$ cat src/sar_seq_pkg.sv
// Shared constants and types for the SAR conversion sequencer
package sar_seq_pkg;
	localparam int RES_BITS = 18;                              // Result width
	localparam int DIV_RATIO = 2;                              // Clock cycles per conversion-clock tick
	localparam int ACQ_TICKS = 4;                              // Minimum acquisition length in ticks
	localparam logic [RES_BITS-1:0] CODE_MAX = 18'h1FFFF;      // Most positive code
	localparam logic [RES_BITS-1:0] CODE_MIN = 18'h20000;      // Most negative code
	localparam logic [RES_BITS-1:0] CODE_ZERO = 18'h00000;     // Reset result
	localparam logic [RES_BITS-1:0] MSB_ONLY = 18'h20000;      // First trial bit

	// Switch drive bundle towards the analog core
	typedef struct packed {
		logic pos_array_ground_switch;                         // Closed while acquiring
		logic neg_array_ground_switch;                         // Closed while acquiring
		logic arrays_on_inputs;                                // Arrays track the inputs
	} switch_ctl_t;

	// Sequencer phases
	typedef enum logic [2:0] {
		ST_ACQ,
		ST_OPEN_SW,
		ST_TO_GND,
		ST_TRIAL,
		ST_DONE
	} seq_state_t;
endpackage : sar_seq_pkg

$ cat src/conv_clock_div.sv
// Divider producing the internal conversion-clock enable
`timescale 1ns/100ps
`default_nettype none
module conv_clock_div
	import sar_seq_pkg::*;
#(
	parameter int RATIO = DIV_RATIO
) (
	input  wire logic clk,      // System clock
	input  wire logic reset,    // Synchronous reset, high
	output logic      tick      // One-cycle enable pulse
);
	localparam int CW = (RATIO > 1) ? $clog2(RATIO) : 1;
	logic [CW-1:0] cnt_q;

	// Elaboration check on the divide ratio
	if (RATIO < 1) begin : g_bad_ratio
		$error("RATIO must be at least 1");
	end

	// Free-running counter, independent of any serial clock
	always_ff @(posedge clk) begin
		if (reset || cnt_q == CW'(RATIO - 1)) cnt_q <= '0;
		else cnt_q <= cnt_q + 1'b1;
	end

	assign tick = (cnt_q == CW'(RATIO - 1)) && !reset;
endmodule : conv_clock_div
`default_nettype wire

$ cat src/sar_conversion_sequencer.sv
// SAR conversion sequencer: trigger, switch sequence, bit trials, result
// Notes on behaviour
// - Trigger rising edge after acquisition starts conversion
// - Open ground switches, then arrays to ground
// - Eighteen binary-weighted elements give 18-bit result
// - Trial bits MSB first, halving to LSB
// - On finish: acquire, output code, completion pulse
// - Internal conversion clock times the sequence
// - Result belongs to the same conversion
// - Two's complement output code
// - Overrange clamps to most positive code
// - Underrange clamps to most negative code
// - Started conversion ignores later trigger changes
`timescale 1ns/100ps
`default_nettype none
module sar_conversion_sequencer
	import sar_seq_pkg::*;
#(
	parameter int WIDTH = RES_BITS,
	parameter int ACQ_MIN = ACQ_TICKS
) (
	input  wire logic             clk,                // 10 MHz system clock
	input  wire logic             reset,              // Synchronous reset, high
	input  wire logic             conversion_trigger, // Convert trigger
	input  wire logic             comp_high,          // Comparator: trial too low, keep bit
	input  wire logic             over_range,         // Analog core flags input above range
	input  wire logic             under_range,        // Analog core flags input below range
	output switch_ctl_t           sw_ctl,             // Switch drive
	output logic [WIDTH-1:0]      trial_code,         // Array switch pattern under test
	output logic                  busy,               // High while converting
	output logic                  done_pulse,         // One cycle at completion
	output logic [WIDTH-1:0]      result              // Registered output code
);
	localparam int BW = $clog2(WIDTH + 1);
	localparam int AW = $clog2(ACQ_MIN + 1);

	// Elaboration checks on parameters the logic cannot serve
	if (WIDTH != RES_BITS) begin : g_bad_width
		$error("WIDTH must equal RES_BITS");
	end
	if (ACQ_MIN < 1) begin : g_bad_acq
		$error("ACQ_MIN must be at least 1");
	end

	seq_state_t       state_q, state_d;
	logic             trig_q;
	logic [WIDTH-1:0] sar_q, sar_d;
	logic [WIDTH-1:0] bit_q, bit_d;
	logic [AW-1:0]    acq_q;
	logic [WIDTH-1:0] result_q, result_d;
	logic             done_q;
	logic [BW-1:0]    trials_q;
	logic             tick;

	// Internal conversion clock enable
	conv_clock_div #(.RATIO(DIV_RATIO)) u_div (
		.clk   (clk),
		.reset (reset),
		.tick  (tick)
	);

	// Decode of trigger edge and acquisition status
	wire trig_rise = conversion_trigger && !trig_q;
	wire acq_ready = (acq_q == AW'(ACQ_MIN));
	wire start     = (state_q == ST_ACQ) && trig_rise && acq_ready;
	wire last_bit  = bit_q[0];
	wire [WIDTH-1:0] kept = comp_high ? sar_q : (sar_q & ~bit_q);

	// Final code in two's complement with range clamps (sign bit inverted from offset binary)
	wire [WIDTH-1:0] twos = {~kept[WIDTH-1], kept[WIDTH-2:0]};
	wire [WIDTH-1:0] final_code = over_range  ? CODE_MAX :
	                              under_range ? CODE_MIN :
	                              twos;

	// Next-state logic
	always_comb begin
		state_d  = state_q;
		sar_d    = sar_q;
		bit_d    = bit_q;
		result_d = result_q;
		case (state_q)
			ST_ACQ: begin
				if (start) state_d = ST_OPEN_SW;
			end
			ST_OPEN_SW: begin
				if (tick) state_d = ST_TO_GND;
			end
			ST_TO_GND: begin
				if (tick) begin
					state_d = ST_TRIAL;
					sar_d   = MSB_ONLY;
					bit_d   = MSB_ONLY;
				end
			end
			ST_TRIAL: begin
				if (tick) begin
					bit_d = bit_q >> 1;
					sar_d = kept | (bit_q >> 1);
					if (last_bit) begin
						state_d = ST_DONE;
						sar_d   = kept;
					end
				end
			end
			ST_DONE: begin
				state_d  = ST_ACQ;
				result_d = final_code;
			end
			default: state_d = ST_ACQ;
		endcase
	end

	// State registers; trigger ignored outside acquisition
	always_ff @(posedge clk) begin
		if (reset) begin
			state_q  <= ST_ACQ;
			trig_q   <= 1'b1;
			sar_q    <= '0;
			bit_q    <= '0;
			result_q <= CODE_ZERO;
			done_q   <= 1'b0;
		end else begin
			state_q  <= state_d;
			trig_q   <= conversion_trigger;
			sar_q    <= sar_d;
			bit_q    <= bit_d;
			result_q <= result_d;
			done_q   <= (state_q == ST_DONE);
		end
	end

	// Acquisition timer, counts conversion-clock ticks spent acquiring
	always_ff @(posedge clk) begin
		if (reset || state_q != ST_ACQ) acq_q <= '0;
		else if (tick && !acq_ready) acq_q <= acq_q + 1'b1;
	end

	// Trial counter used only for checking
	always_ff @(posedge clk) begin
		if (reset || state_q == ST_TO_GND) trials_q <= '0;
		else if (state_q == ST_TRIAL && tick) trials_q <= trials_q + 1'b1;
	end

	// Switch drive: ground switches open first, arrays leave the inputs one tick later
	wire grounds_closed = (state_q == ST_ACQ) || (state_q == ST_DONE);
	wire on_inputs      = grounds_closed || (state_q == ST_OPEN_SW);
	assign sw_ctl = '{
		pos_array_ground_switch: grounds_closed,
		neg_array_ground_switch: grounds_closed,
		arrays_on_inputs:        on_inputs
	};

	// Data and status outputs
	assign trial_code = sar_q;
	assign busy       = (state_q != ST_ACQ);
	assign done_pulse = done_q;
	assign result     = result_q;
endmodule : sar_conversion_sequencer
`default_nettype wire

$ cat config.mk
export PLATFORM = sky130hd
export DESIGN_NAME = sar_conversion_sequencer
export DESIGN_NICKNAME = d
export VERILOG_FILES = /design/src/sar_seq_pkg.sv /design/src/conv_clock_div.sv /design/src/sar_conversion_sequencer.sv
export SDC_FILE = /design/constraint.sdc
export NUM_CORES = 1
export LEC_CHECK = 0
export BUFFER_PORTS_ARGS = -buffer_cell sky130_fd_sc_hd__buf_2
export CORE_ASPECT_RATIO = 0.75
export CORE_MARGIN = 2
export CORE_UTILIZATION = 59
export DETAILED_ROUTE_END_ITERATION = 16
export PLACE_DENSITY = 0.86
export SYNTH_ARGS = -nofsm -noshare
export SYNTH_HDL_FRONTEND = slang
export SYNTH_HIERARCHICAL = 1
export SYNTH_SLANG_ARGS = --single-unit
$ cat constraint.sdc
create_clock -name clk -period 3.26 [get_ports clk]
set_clock_uncertainty 0.05 [all_clocks]
set_input_delay 0.163 -clock clk [delete_from_list [all_inputs] [get_ports clk]]
set_output_delay 0.163 -clock clk [all_outputs]
set_load 0.005 [all_outputs]
# ---- After elaboration in Yosys (flattened, before gate mapping)
# Cells that the tools add are included.
dict set report word_totals {
  register_bits 63
  input_bits 6
  out_inout_bits 41
  elab_cells 56
}
dict set report op_classes {
  n_addsub 2
  eq_ne 10
  mux 15
  bitwise_logic 4
  reduce_logical 17
}
# operator count
set ops {}
lappend ops {{18-bit two-way mux} 7}
lappend ops {{18-bit case mux with 2 select lines} 2}
lappend ops {{18-bit bitwise AND} 1}
lappend ops {{18-bit NOT} 1}
lappend ops {{18-bit by 17-bit OR with 18-bit output} 1}
lappend ops {{3-bit two-way mux} 5}
lappend ops {{3-bit case mux with 4 select lines} 1}
lappend ops {{2-bit != test (second input constant)} 5}
lappend ops {{3-bit by 2-bit == test with 1-bit output (second input constant)} 2}
lappend ops {{3-bit == test (second input constant)} 2}
lappend ops {{1-bit logical AND} 5}
lappend ops {{5-bit AND reduction} 1}
lappend ops {{1-bit logical OR} 4}
lappend ops {{3-bit by 1-bit adder with 3-bit output (second input constant)} 1}
lappend ops {{3-bit by 1-bit == test with 1-bit output (second input constant)} 1}
lappend ops {{1-bit logical NOT} 3}
lappend ops {{3-bit logical NOT} 1}
lappend ops {{3-bit AND reduction} 1}
lappend ops {{3-bit nonzero test} 1}
lappend ops {{2-bit nonzero test} 1}
lappend ops {{1-bit adder (second input constant)} 1}
lappend ops {{1-bit NOT} 1}

# ---- Depth between registers and ports, before layout
# Gate-level depths: netlist of the first run.
dict set report logic_depth {
  word_depth 7
  depth_mapped 6
  mapped_depth_nobuf 5
}

# ---- Cells and area by module
# The synthesis of the first run kept the hierarchy.
# mod n_inst cells_each area_per_inst_um2 seq_area_each_um2
set by_module_without_submodules {}
lappend by_module_without_submodules {sar_conversion_sequencer 1 290 2552.4 1241.2}
lappend by_module_without_submodules {conv_clock_div 1 3 37.5 20.0}

# ---- Least setup slack after synthesis of the first run
# Ideal clock, no wire load.
dict set report synth_path {
  path_kind {flip-flop to flip-flop}
  startpoint {register state_q[2]}
  endpoint {register result_q[10], in the netlist result[10]}
  setup_ns 0.132
  arrival_ns 1.271
  required_ns 3.078
  path_slack_ns 1.807
  stages_incl_launch_ff 6
  path_buffers 2
  period_less_slack_ns 1.453
  cell_sequence {dfxtp_1 -> or4b_1 -> buf_2 -> buf_6 -> a31oi_1 -> nor3_1}
}
dict set report synth_via {
  elab_chain_len 1
}
# element line
set synth_rtl {}
lappend synth_rtl {{from (decl)} sar_conversion_sequencer.sv:45} ;# seq_state_t state_q, state_d;
lappend synth_rtl {{from (signal assigned)} sar_conversion_sequencer.sv:123} ;# state_q <= state_d;
lappend synth_rtl {{3-bit == test} sar_conversion_sequencer.sv:81} ;# case (state_q)
lappend synth_rtl {{to (signal assigned)} sar_conversion_sequencer.sv:127} ;# result_q <= result_d;
lappend synth_rtl {{to (decl)} sar_conversion_sequencer.sv:50} ;# logic [WIDTH-1:0] result_q, result_d;
# Every way passes these cells.
# A chain may end at the register's enable or synchronous reset.

# ---- Final worst setup path of the first run
dict set report layout_path {
  startpoint {register state_q[0]}
  endpoint {register result_q[16], in the netlist result[16]}
}
# The elaborated chain is that of the path after synthesis.

==> impl_metrics.toml, run 1 <==
[outcome]
status = "completed"

[sta]
max_freq_ghz = 0.4738
fin_crit_ns = 2.110
finalSetupViolCount = 0
tns_ns = 0
hold_viol_final = 0
rsz0062_at_grt = "false"
slew_headroom_pct = 37.98
worst_pin_slew_ns = 0.9290
fin_crit_sh_pct = 64.74
maxSlewViolCount = 0
fin_hold_ws_ns = 0.06423
fin_ws_ns = 1.150

[logic_synthesis]
synth_xor_area_share_pct = 0.3382
synthAdderAreaFrac_pct = 0.9662
ys_types = 38
synth_edf_count = 0
avgSynthCellArea_sq_um = 8.840
synth_common_cells = "dfxtp_1 (63), nor2_1 (23), a21oi_1 (22), nand2_1 (21), nand2b_1 (19)"
synth.area.top_cells = "dfxtp_1 (49%), o2bb2ai_1 (5.7%), a22oi_1 (4.6%)"
synth_top_family_by_area = "simple AND/OR/NAND/NOR gates"
synth.most_common_cell = "dfxtp_1"
synth_compound_area_share_pct = 20.82
async_flop_share_pct = 0
synth_area_sq_um = 2590
synth.net_count = 301
synth_top_area_share_pct = 48.70
seq_area_frac_synth_pct = 48.70
yosysTopAreaCell = "dfxtp_1"
synth_seq_cells = 63
synthMuxAreaShare_pct = 0.3865
syn_inst = 293
ys_warn_count = 6
synth_ff_type = "dfxtp_1"
yosys.area_share.simple_pct = 22.95

[power]
p_sw_share_pct = 21.61
clkPwrFrac_pct = 44.9
p_switching_mw = 0.3197
max-vdd-ir-drop_uv = 437.9
cellPowerDensity_nw_per_um2 = 495.5
combPwrFrac_pct = 2.8
p_int_mw = 1.160
seq_power_share_pct = 52.3
p_leak_nw = 1.128

[floorplanning]
placement_rows = 20
io-pin-count = 47
die_area_sq_um = 4941
die_w_um = 80.51
start_util_pct = 62.73
die_h_um = 61.38
core_area_sq_um = 4129

[drt]
vias_per_cell = 5.951
drt-wirelength-per-cell_um = 15.43
route.detailed.drc = 0
drtIter0Drc = 263
routed-via-count = 2303
dr.pass1.iters = 5
wl_mm = 5.971
ant_nets = 0

[critical_path]
reg2reg_slack_ns = 1.15
setup.worst_path.end_class = "flop"
path_buf_inv = 0
worstPathCellList = "or4b_1 -> a31oi_1 -> nor3_1"
slowest_stage = "or4b_1"
cp_max_fo = 29
startpoint = "state_q[0]$_SDFFE_PP0P_"
worstSetupPathType = "flop to flop"
max_stage_delay_ns = 0.92
cp.required_ns = 3.43
r2r_start = "state_q[0]$_SDFFE_PP0P_"
critPathTopFamily = "simple AND/OR/NAND/NOR gates"
arrival_ns = 2.28
startpoint_type = "flop"

[clock_network]
cts.clk_slew.worst_paths_ns = 0.06
cts_buffer_depth = 2
hold_buffers = 1
cts_setup_buffers = 0
cts_root_buf = "clkbuf_8"
cts.repair.resized = 0
clock_sinks = 63
cts_made_buffers = 9
clk_latency_ns = 0.35
cts_tree = "yes"
htree_levels = 3

[layout]
drive_gt1_share_pct = 19.88
nFillCells = 333
final_nets = 335
diodes = 0
areaGrowthSynthToFinish_pct = 15.27

[run]
maxCapViolCount = 0

[worst_hold_path]
worst_hold_path_type = "input port to flop"
hp-start = "over_range"

[placed_design]
dp_slack_ns = 1.177
dp.final_hpwl_mm = 3.706
io_buffers = 46
routabilityCongestion = 0.8094

[grt]
grt.total_usage_pct = 26.61
grt_max_degree = 45
antenna_found_initial = 0
grt-ovfl-total = 0
grt_pass1_wl_mm = 9.584
grt_pass1_vias = 2025
[metal layers]
metal	global-route usage [%]	part of all wire (%)
met5	0	0
met4	10.65	1.2
met3	11.58	6.5
met2	39.40	46
met1	34.72	46
[worst min-delay path: stages]
cell	delay [ns]
buf_2	0.11
inv_1	0.06
a311oi_1	0.08
[through the flow]
| stage | instances | area [sq um] | total power [mW] | util, % |
|---|---|---|---|---|
| 4_1_cts | 387 | 2985 | 1.486 | 72.30 |
| 5_1_grt | 387 | 2985 | 1.527 | 72.30 |
| 3_3_place_gp | 370 | 2784 | 0.8296 | 67.42 |
| 3_5_place_dp | 370 | 2784 | 0.8310 | 67.42 |
| 6_report | 387 | 2985 | 1.479 | 72.30 |
| 2_1_floorplan | 293 | 2590 | 0.8210 | - |
[flip-flops by register name (all words and copies together) (netlist names)]
signal / flops
acq_q: 3
bit_q: 18
done_pulse: 1
result: 18
state_q: 3
trial_code: 18
trig_q: 1
u_div/cnt_q: 1
[placed cells by master (no fill, tap or decap), drive strengths merged, types with 3 or more instances in the layout]
| cell | count |
|---|---|
| dfxtp | 63 |
| buf | 49 |
| nor2 | 24 |
| a21oi | 22 |
| nand2 | 21 |
| nand2b | 19 |
| nand3 | 18 |
| o2bb2ai | 17 |
| a31oi | 17 |
| nor3 | 17 |
| a22oi | 16 |
| clkbuf | 13 |
| inv | 3 |
| nand4 | 3 |
| clkinv | 3 |
| nor2b | 3 |
[cells by family (layout without fill, tap and decap cells)]
group	after synthesis	count (layout)
AND/OR/NAND/NOR	115	115
AO/OA/AOI/OAI	79	79
flip-flops	63	63
buffers and inverters	32	71
adder cells (fa/ha/maj)	2	2
XOR/XNOR	1	1
multiplexers	1	1
[cell type report]
type / count / area (sq um) / share of cell area [%]
clock buffer: 13 / 148.9 / 4.987
clock inverter: 3 / 42.54 / 1.425
inverter: 5 / 18.77 / 0.6287
multi-input combinational: 198 / 1182 / 39.61
sequential: 63 / 1261 / 42.25
tap: 55 / 68.82 / 2.305
timing repair buffer: 50 / 262.8 / 8.801
[worst paths after layout]
kind                             endpoint  cells past startpoint
setup / recovery  result[16]$_SDFFE_PP0P_                      3
hold / removal     result[0]$_SDFFE_PP0P_                      3
setup reg to reg  result[16]$_SDFFE_PP0P_                      3
hold reg to reg    u_div/cnt_q$_SDFF_PP0_                      1
[power by group through the flow]
| stage | Combinational (mW) | Sequential [mW] | Clock (mW) |
|---|---|---|---|
| floorplan | 0.0299 | 0.791 | 0 |
| detailed placement | 0.0395 | 0.791 | 0 |
| finish | 0.0408 | 0.774 | 0.664 |
| global placement | 0.0383 | 0.791 | 0 |
| global route | 0.0449 | 0.774 | 0.708 |
| CTS | 0.0407 | 0.774 | 0.671 |
No activity file was read; power rests on OpenSTA's default activity.
==> run 2: changes to the inputs <==
--- a/config.mk
+++ b/config.mk
@@ -8,9 +8,9 @@
 export BUFFER_PORTS_ARGS = -buffer_cell sky130_fd_sc_hd__buf_2
 export CORE_ASPECT_RATIO = 0.75
 export CORE_MARGIN = 2
-export CORE_UTILIZATION = 59
+export CORE_UTILIZATION = 55
 export DETAILED_ROUTE_END_ITERATION = 16
-export PLACE_DENSITY = 0.86
+export PLACE_DENSITY = 0.81
 export SYNTH_ARGS = -nofsm -noshare
 export SYNTH_HDL_FRONTEND = slang
 export SYNTH_HIERARCHICAL = 1
==> constraint.sdc (replaced) <==
create_clock -name clk -period 2.2 [get_ports clk]
set_clock_uncertainty 0.05 [all_clocks]
set_input_delay 0.11 -clock clk [delete_from_list [all_inputs] [get_ports clk]]
set_output_delay 0.11 -clock clk [all_outputs]
set_load 0.005 [all_outputs]
==> run 2 against run 1 <==
  * Design area grew 0.92%
  * Wire length fell by 1.3%
  * Register-to-register slack lost 0.74 ns
  * Clock power up 35%
  * Hold slack lost 0.014 ns
==> impl_metrics.toml, run 2 (synthesis gave the netlist of run 1 again) <==
[grt]
grt_max_degree = 45
grt_pass1_vias = 2170
grt.total_usage_pct = 23.91
grt-ovfl-total = 0
antenna_found_initial = 0
grt_pass1_wl_mm = 10.05

[critical_path]
setup.worst_path.end_class = "flop"
arrival_ns = 1.94
path_buf_inv = 0
cp.required_ns = 2.35
cp_max_fo = 16
path_depth = 3
worstRegToRegCells = 3
slowest_stage = "or4b_1"
max_stage_delay_ns = 0.85
r2r_start = "state_q[1]$_SDFFE_PP0P_"
startpoint_type = "flop"
critPathTopFamily = "simple AND/OR/NAND/NOR gates"
worstPathCellList = "or4b_1 -> a31oi_1 -> nor3_1"
reg2reg_slack_ns = 0.41
worstSetupPathType = "flop to flop"
timing.rr.end = "result[8]$_SDFFE_PP0P_"

[worst_hold_path]
worst_hold_path_type = "input port to flop"
holdPathEnd = "state_q[2]$_SDFFE_PP0P_"
hp-start = "reset"
hold_depth = 4

[sta]
worst_pin_slew_ns = 0.5896
fin_crit_sh_pct = 81.26
tns_ns = 0
rsz0062_at_grt = "false"
hold_viol_final = 0
finalSetupViolCount = 0
maxSlewViolCount = 0
max_freq_ghz = 0.5594
slew_headroom_pct = 60.69
fin_crit_ns = 1.788

[placed_design]
io_buffers = 46
routabilityCongestion = 0.8001
dp.final_hpwl_mm = 3.783
place_inst = 376

[clock_network]
clock_sinks = 63
cts.clk_slew.worst_paths_ns = 0.06
cts_tree = "yes"
cts_made_buffers = 9
cts.repair.resized = 0
clk_latency_ns = 0.33
cts_buffer_depth = 2
htree_levels = 3
cts_root_buf = "clkbuf_8"

[layout]
ff_latch_area_sq_um = 1261
nFillCells = 400
drive_gt1_share_pct = 20.54
multiInputGateArea_sq_um = 1182
fin_cells = 393
diodes = 0
final_common_cell = "dfxtp_1"
final_nets = 340
layout_common_cells = "dfxtp_1 (63), buf_2 (46), nor2_1 (23)"
areaGrowthSynthToFinish_pct = 16.33

[floorplanning]
die_w_um = 83.24
start_util_pct = 57.64
core_area_sq_um = 4493
die_h_um = 63.43
die_area_sq_um = 5280
io-pin-count = 47
placement_rows = 21

[drt]
vias_per_cell = 5.888
dr.pass1.iters = 4
drt-wirelength-per-cell_um = 15.00
ant_nets = 0
wl_mm = 5.896
route.detailed.drc = 0
routed-via-count = 2314
drtIter0Drc = 196

[run]
maxCapViolCount = 0

[power]
p_total_mw = 2.104
p_leak_nw = 1.148
cellPowerDensity_nw_per_um2 = 698.3
max-vdd-ir-drop_uv = 422.4

[outcome]
status = "completed"
-- run 2: cell types whose count changed in the layout (fill, tap and decap cells not counted), sizes merged --
cell / before / now
buf: 49 / 53
clkbuf: 13 / 15
bufinv: 1 / 0
clkinv: 3 / 2
clkinvlp: 1 / 0
dlygate4sd3: 1 / 2
-- run 2: layer usage --
layer  GRT usage, %  vias to the layer above  wire (um)
met1          29.66                     1102       2600
met4          9.836                        0         74
li1               -                     1128          -
met2          38.51                       76       2784
met3          7.864                        8        437
met5              0                        -          0
-- run 2: worst min-delay path: stages --
cell	delay [ns]
buf_2	0.11
nor2b_4	0.07
nand2_1	0.06
nor4_1	0.04
-- run 2: power breakdown --
part / internal, mW / switching (mW)
registers: 1.14 / 0.00248
clock network: 0.497 / 0.398
logic: 0.0218 / 0.0402
total: 1.66 / 0.440
-- run 2: worst max path at each step --
stage	start	to	slack [ns]
3_3_place_gp	state_q[1]$_SDFFE_PP0P_	result[10]$_SDFFE_PP0P_	0.44
2_1_floorplan	state_q[2]$_SDFFE_PP0P_	result[10]$_SDFFE_PP0P_	0.75
6_report	state_q[1]$_SDFFE_PP0P_	result[8]$_SDFFE_PP0P_	0.41
3_5_place_dp	state_q[1]$_SDFFE_PP0P_	result[8]$_SDFFE_PP0P_	0.43
5_1_grt	state_q[1]$_SDFFE_PP0P_	result[13]$_SDFFE_PP0P_	0.30
4_1_cts	state_q[1]$_SDFFE_PP0P_	result[15]$_SDFFE_PP0P_	0.42
-- run 2: final cells by class --
cell class,instances,share of cell area (%)
inverters,5,0.6229
multi-input cells,198,39.24
well taps,57,2.367
clock buffers,15,5.855
repair buffers,55,10.05
flip-flops and latches,63,41.86
-- run 2: through the flow --
| stage | hold WS, ns | cell area, sq um | setup WS, ns | util (%) |
|---|---|---|---|---|
| final | 0.05057 | 3013 | 0.4122 | 67.06 |
| after global routing | 0.08390 | 3013 | 0.3048 | 67.06 |
| after CTS | 0.04010 | 3013 | 0.4194 | 67.06 |
| after detailed placement | 0.2668 | 2816 | 0.4287 | 62.68 |
| after global placement | 0.2623 | 2816 | 0.4433 | 62.68 |
| after floorplan | 0.1267 | 2590 | 0.7466 | - |
-- run 2: timing repair --
item	4_1_cts	5_1_grt
endpoints found under the hold margin	2	0
setup buffers	0	0
hold buffers	2	0
==> run 3: changes to the inputs <==
--- a/config.mk
+++ b/config.mk
@@ -5,12 +5,13 @@
 export SDC_FILE = /design/constraint.sdc
 export NUM_CORES = 1
 export LEC_CHECK = 0
+export ABC_AREA = 1
 export BUFFER_PORTS_ARGS = -buffer_cell sky130_fd_sc_hd__buf_2
 export CORE_ASPECT_RATIO = 0.75
 export CORE_MARGIN = 2
-export CORE_UTILIZATION = 55
+export CORE_UTILIZATION = 49
 export DETAILED_ROUTE_END_ITERATION = 16
-export PLACE_DENSITY = 0.81
+export PLACE_DENSITY = 0.76
 export SYNTH_ARGS = -nofsm -noshare
 export SYNTH_HDL_FRONTEND = slang
 export SYNTH_HIERARCHICAL = 1
==> constraint.sdc (replaced) <==
create_clock -name clk -period 1.55 [get_ports clk]
set_clock_uncertainty 0.05 [all_clocks]
set_input_delay 0.0775 -clock clk [delete_from_list [all_inputs] [get_ports clk]]
set_output_delay 0.0775 -clock clk [all_outputs]
set_load 0.005 [all_outputs]
==> run 3 against run 2 <==
  * Critical path type unchanged
  * Utilization down 6.5 points
  * First-iteration DRC count increased by 3.1%
  * Non-clock buffer count rose by 9
  * Clock power increased by 42%
  * Total power increased by 68%
  * Sequential share of layout area down 2.3 points
  * Cell count rose by 22%
  * Register-to-register slack lost 0.31 ns
  * Critical path depth up 2
  * Global-route usage shrank 0.90 points
  * Largest power group unchanged
==> impl_metrics.toml, run 3 <==
[outcome]
status = "completed"

[power]
max-vdd-ir-drop_uv = 506.7
cellPowerDensity_nw_per_um2 = 1112
p_leak_nw = 1.329

[logic_synthesis]
yosys.area_share.simple_pct = 21.01
synth.most_common_cell = "nand2_1"
syn_inst = 346
async_flop_share_pct = 0
synth_area_sq_um = 2650
seq_area_frac_synth_pct = 47.59
synth_ff_type = "dfxtp_1"
synth_xor_area_share_pct = 0.3305
synth.net_count = 354
synth_top_area_share_pct = 47.59
synth_edf_count = 0
synth_seq_cells = 63
avgSynthCellArea_sq_um = 7.659
synth_top_family_by_area = "compound AO/OA/AOI/OAI gates"
synthAdderAreaFrac_pct = 0.9443
yosysTopAreaCell = "dfxtp_1"
synth_compound_area_share_pct = 23.09
ys_types = 28
synthMuxAreaShare_pct = 0
synth.area.top_cells = "dfxtp_1 (48%), nand2_1 (12%), a21oi_1 (7.4%)"
ys_warn_count = 6
synth_common_cells = "nand2_1 (85), dfxtp_1 (63), a21oi_1 (39), o21ai_0 (26), nand3_1 (24)"

[grt]
grt_pass1_vias = 2160
grt-ovfl-total = 0
grt_max_degree = 25
antenna_found_initial = 0
grt.total_usage_pct = 23.01
grt_pass1_wl_mm = 10.34

[placed_design]
routabilityCongestion = 0.8382
dp_slack_ns = 0.1674
place_inst = 459
io_buffers = 46
dp.final_hpwl_mm = 4.415

[clock_network]
clk_latency_ns = 0.34
cts_made_buffers = 9
htree_levels = 3
cts_tree = "yes"
clock_sinks = 63
cts.clk_slew.worst_paths_ns = 0.07
cts_buffer_depth = 2
cts_root_buf = "clkbuf_8"

[critical_path]
startpoint_type = "flop"
worstSetupPathType = "flop to flop"
setup.worst_path.end_class = "flop"
cp_max_fo = 15
max_stage_delay_ns = 0.41
cp.required_ns = 1.76
slowest_stage = "dfxtp_1"
arrival_ns = 1.66
worstPathCellList = "nand2_2 -> nor2_4 -> buf_4 -> nand3_1 -> a31oi_1"
worstRegToRegCells = 5

[sta]
fin_ws_ns = 0.09869
hold_viol_final = 0
slew_headroom_pct = 69.93
finalSetupViolCount = 0
fin_hold_ws_ns = 0.01138
maxSlewViolCount = 0
fin_crit_sh_pct = 93.63
max_freq_ghz = 0.6890
worst_pin_slew_ns = 0.4471
fin_crit_ns = 1.451

[layout]
final_nets = 407
layout_common_cells = "nand2_1 (85), dfxtp_1 (63), buf_2 (46)"
diodes = 0
final_common_cell = "nand2_1"
nFillCells = 482
fin_cells = 479
areaGrowthSynthToFinish_pct = 20.26
drive_gt1_share_pct = 21.53

[drt]
routed-via-count = 2561
dr.pass1.iters = 5
drt-wirelength-per-cell_um = 13.72
vias_per_cell = 5.347
route.detailed.drc = 0
wl_mm = 6.571
ant_nets = 0
drtIter0Drc = 202

[floorplanning]
die_h_um = 67.69
die_area_sq_um = 6019
io-pin-count = 47
core_area_sq_um = 5266
placement_rows = 23
die_w_um = 88.92
start_util_pct = 50.32

[run]
maxCapViolCount = 0

[worst_hold_path]
hold_depth = 3
worst_hold_path_type = "input port to flop"
## run 3: changes by cell type in the layout (fill, tap and decap cells not counted), moves of 6 or more
cell       before  now
a21boi_0        1   15
a21oi_1        22   39
a22oi_1        16    1
buf_4           7   15
inv_1           3   14
nand2_1        21   85
nand2b_1       19    0
nand3_1        18   24
nor2_1         23   12
nor3_1         17    1
o21ai_0         1   26
o21ai_1         0   11
o2bb2ai_1      17    0
## run 3: final timing paths
path | from | endpoint | slack (ns)
setup / recovery | state_q[0]$_SDFFE_PP0P_ | trial_code[15]$_SDFFE_PP0P_ | 0.1
hold / removal | under_range | result[16]$_SDFFE_PP0P_ | 0.01
setup reg to reg | state_q[0]$_SDFFE_PP0P_ | trial_code[15]$_SDFFE_PP0P_ | 0.1
hold reg to reg | u_div/cnt_q$_SDFF_PP0_ | u_div/cnt_q$_SDFF_PP0_ | 0.36
## run 3: logic make-up after synthesis
logic type / Yosys count
and+or+nand+nor: 129
AOI/OAI and AO/OA: 109
adders and majority gates: 2
xor gates and xnor gates: 1
buffers and inverters: 42
DFF: 63
## run 3: critical path, delay by kind of cell, from the launching register on
family / cells / cell delay (ns)
simple gates: 3 / 0.46
compound gates: 1 / 0.20
buf+inv: 1 / 0.25
flops: 1 / 0.41
## run 3: through the flow
step / total power [mW] / util, % / TNS [ns] / instance area (sq um)
2_1_floorplan: 2.150 / - / 0 / 2650
3_3_place_gp: 2.277 / 56.36 / 0 / 2968
3_5_place_dp: 2.287 / 56.36 / 0 / 2968
4_1_cts: 3.552 / 60.06 / 0 / 3163
5_1_grt: 3.720 / 60.51 / -0.004911 / 3187
6_report: 3.544 / 60.51 / 0 / 3187
## run 3: layer usage
layer | global-route usage (%) | up-vias | routed length, um
li1 | - | 1272 | -
met1 | 33.11 | 1187 | 3242
met2 | 31.44 | 95 | 2761
met3 | 9.658 | 7 | 505
met4 | 5.871 | 0 | 63
met5 | 0 | - | 0
## run 3: what timing repair did
item | CTS | global route
hold endpoints to repair | 5 | 0
buffers inserted | 0 | 2
endpoints found under the setup margin | 0 | 14
hold buffers | 2 | 0
gates resized for setup | 0 | 2
## run 3: final cells by class
class / count / area (sq um) / share of cell area [%]
Clock buffer: 12 / 155.1 / 4.868
Clock inverter: 4 / 20.02 / 0.6282
Inverter: 20 / 75.07 / 2.356
Multi-Input combinational cell: 241 / 1207 / 37.89
Sequential cell: 63 / 1261 / 39.58
Tap cell: 75 / 93.84 / 2.945
Timing Repair Buffer: 64 / 374.1 / 11.74
## run 3: report_power, final
| part | switching [mW] | internal, mW | total [mW] |
|---|---|---|---|
| Sequential | 0.0545 | 1.68 | 1.74 |
| Combinational | 0.338 | 0.202 | 0.539 |
| Clock | 0.609 | 0.656 | 1.27 |
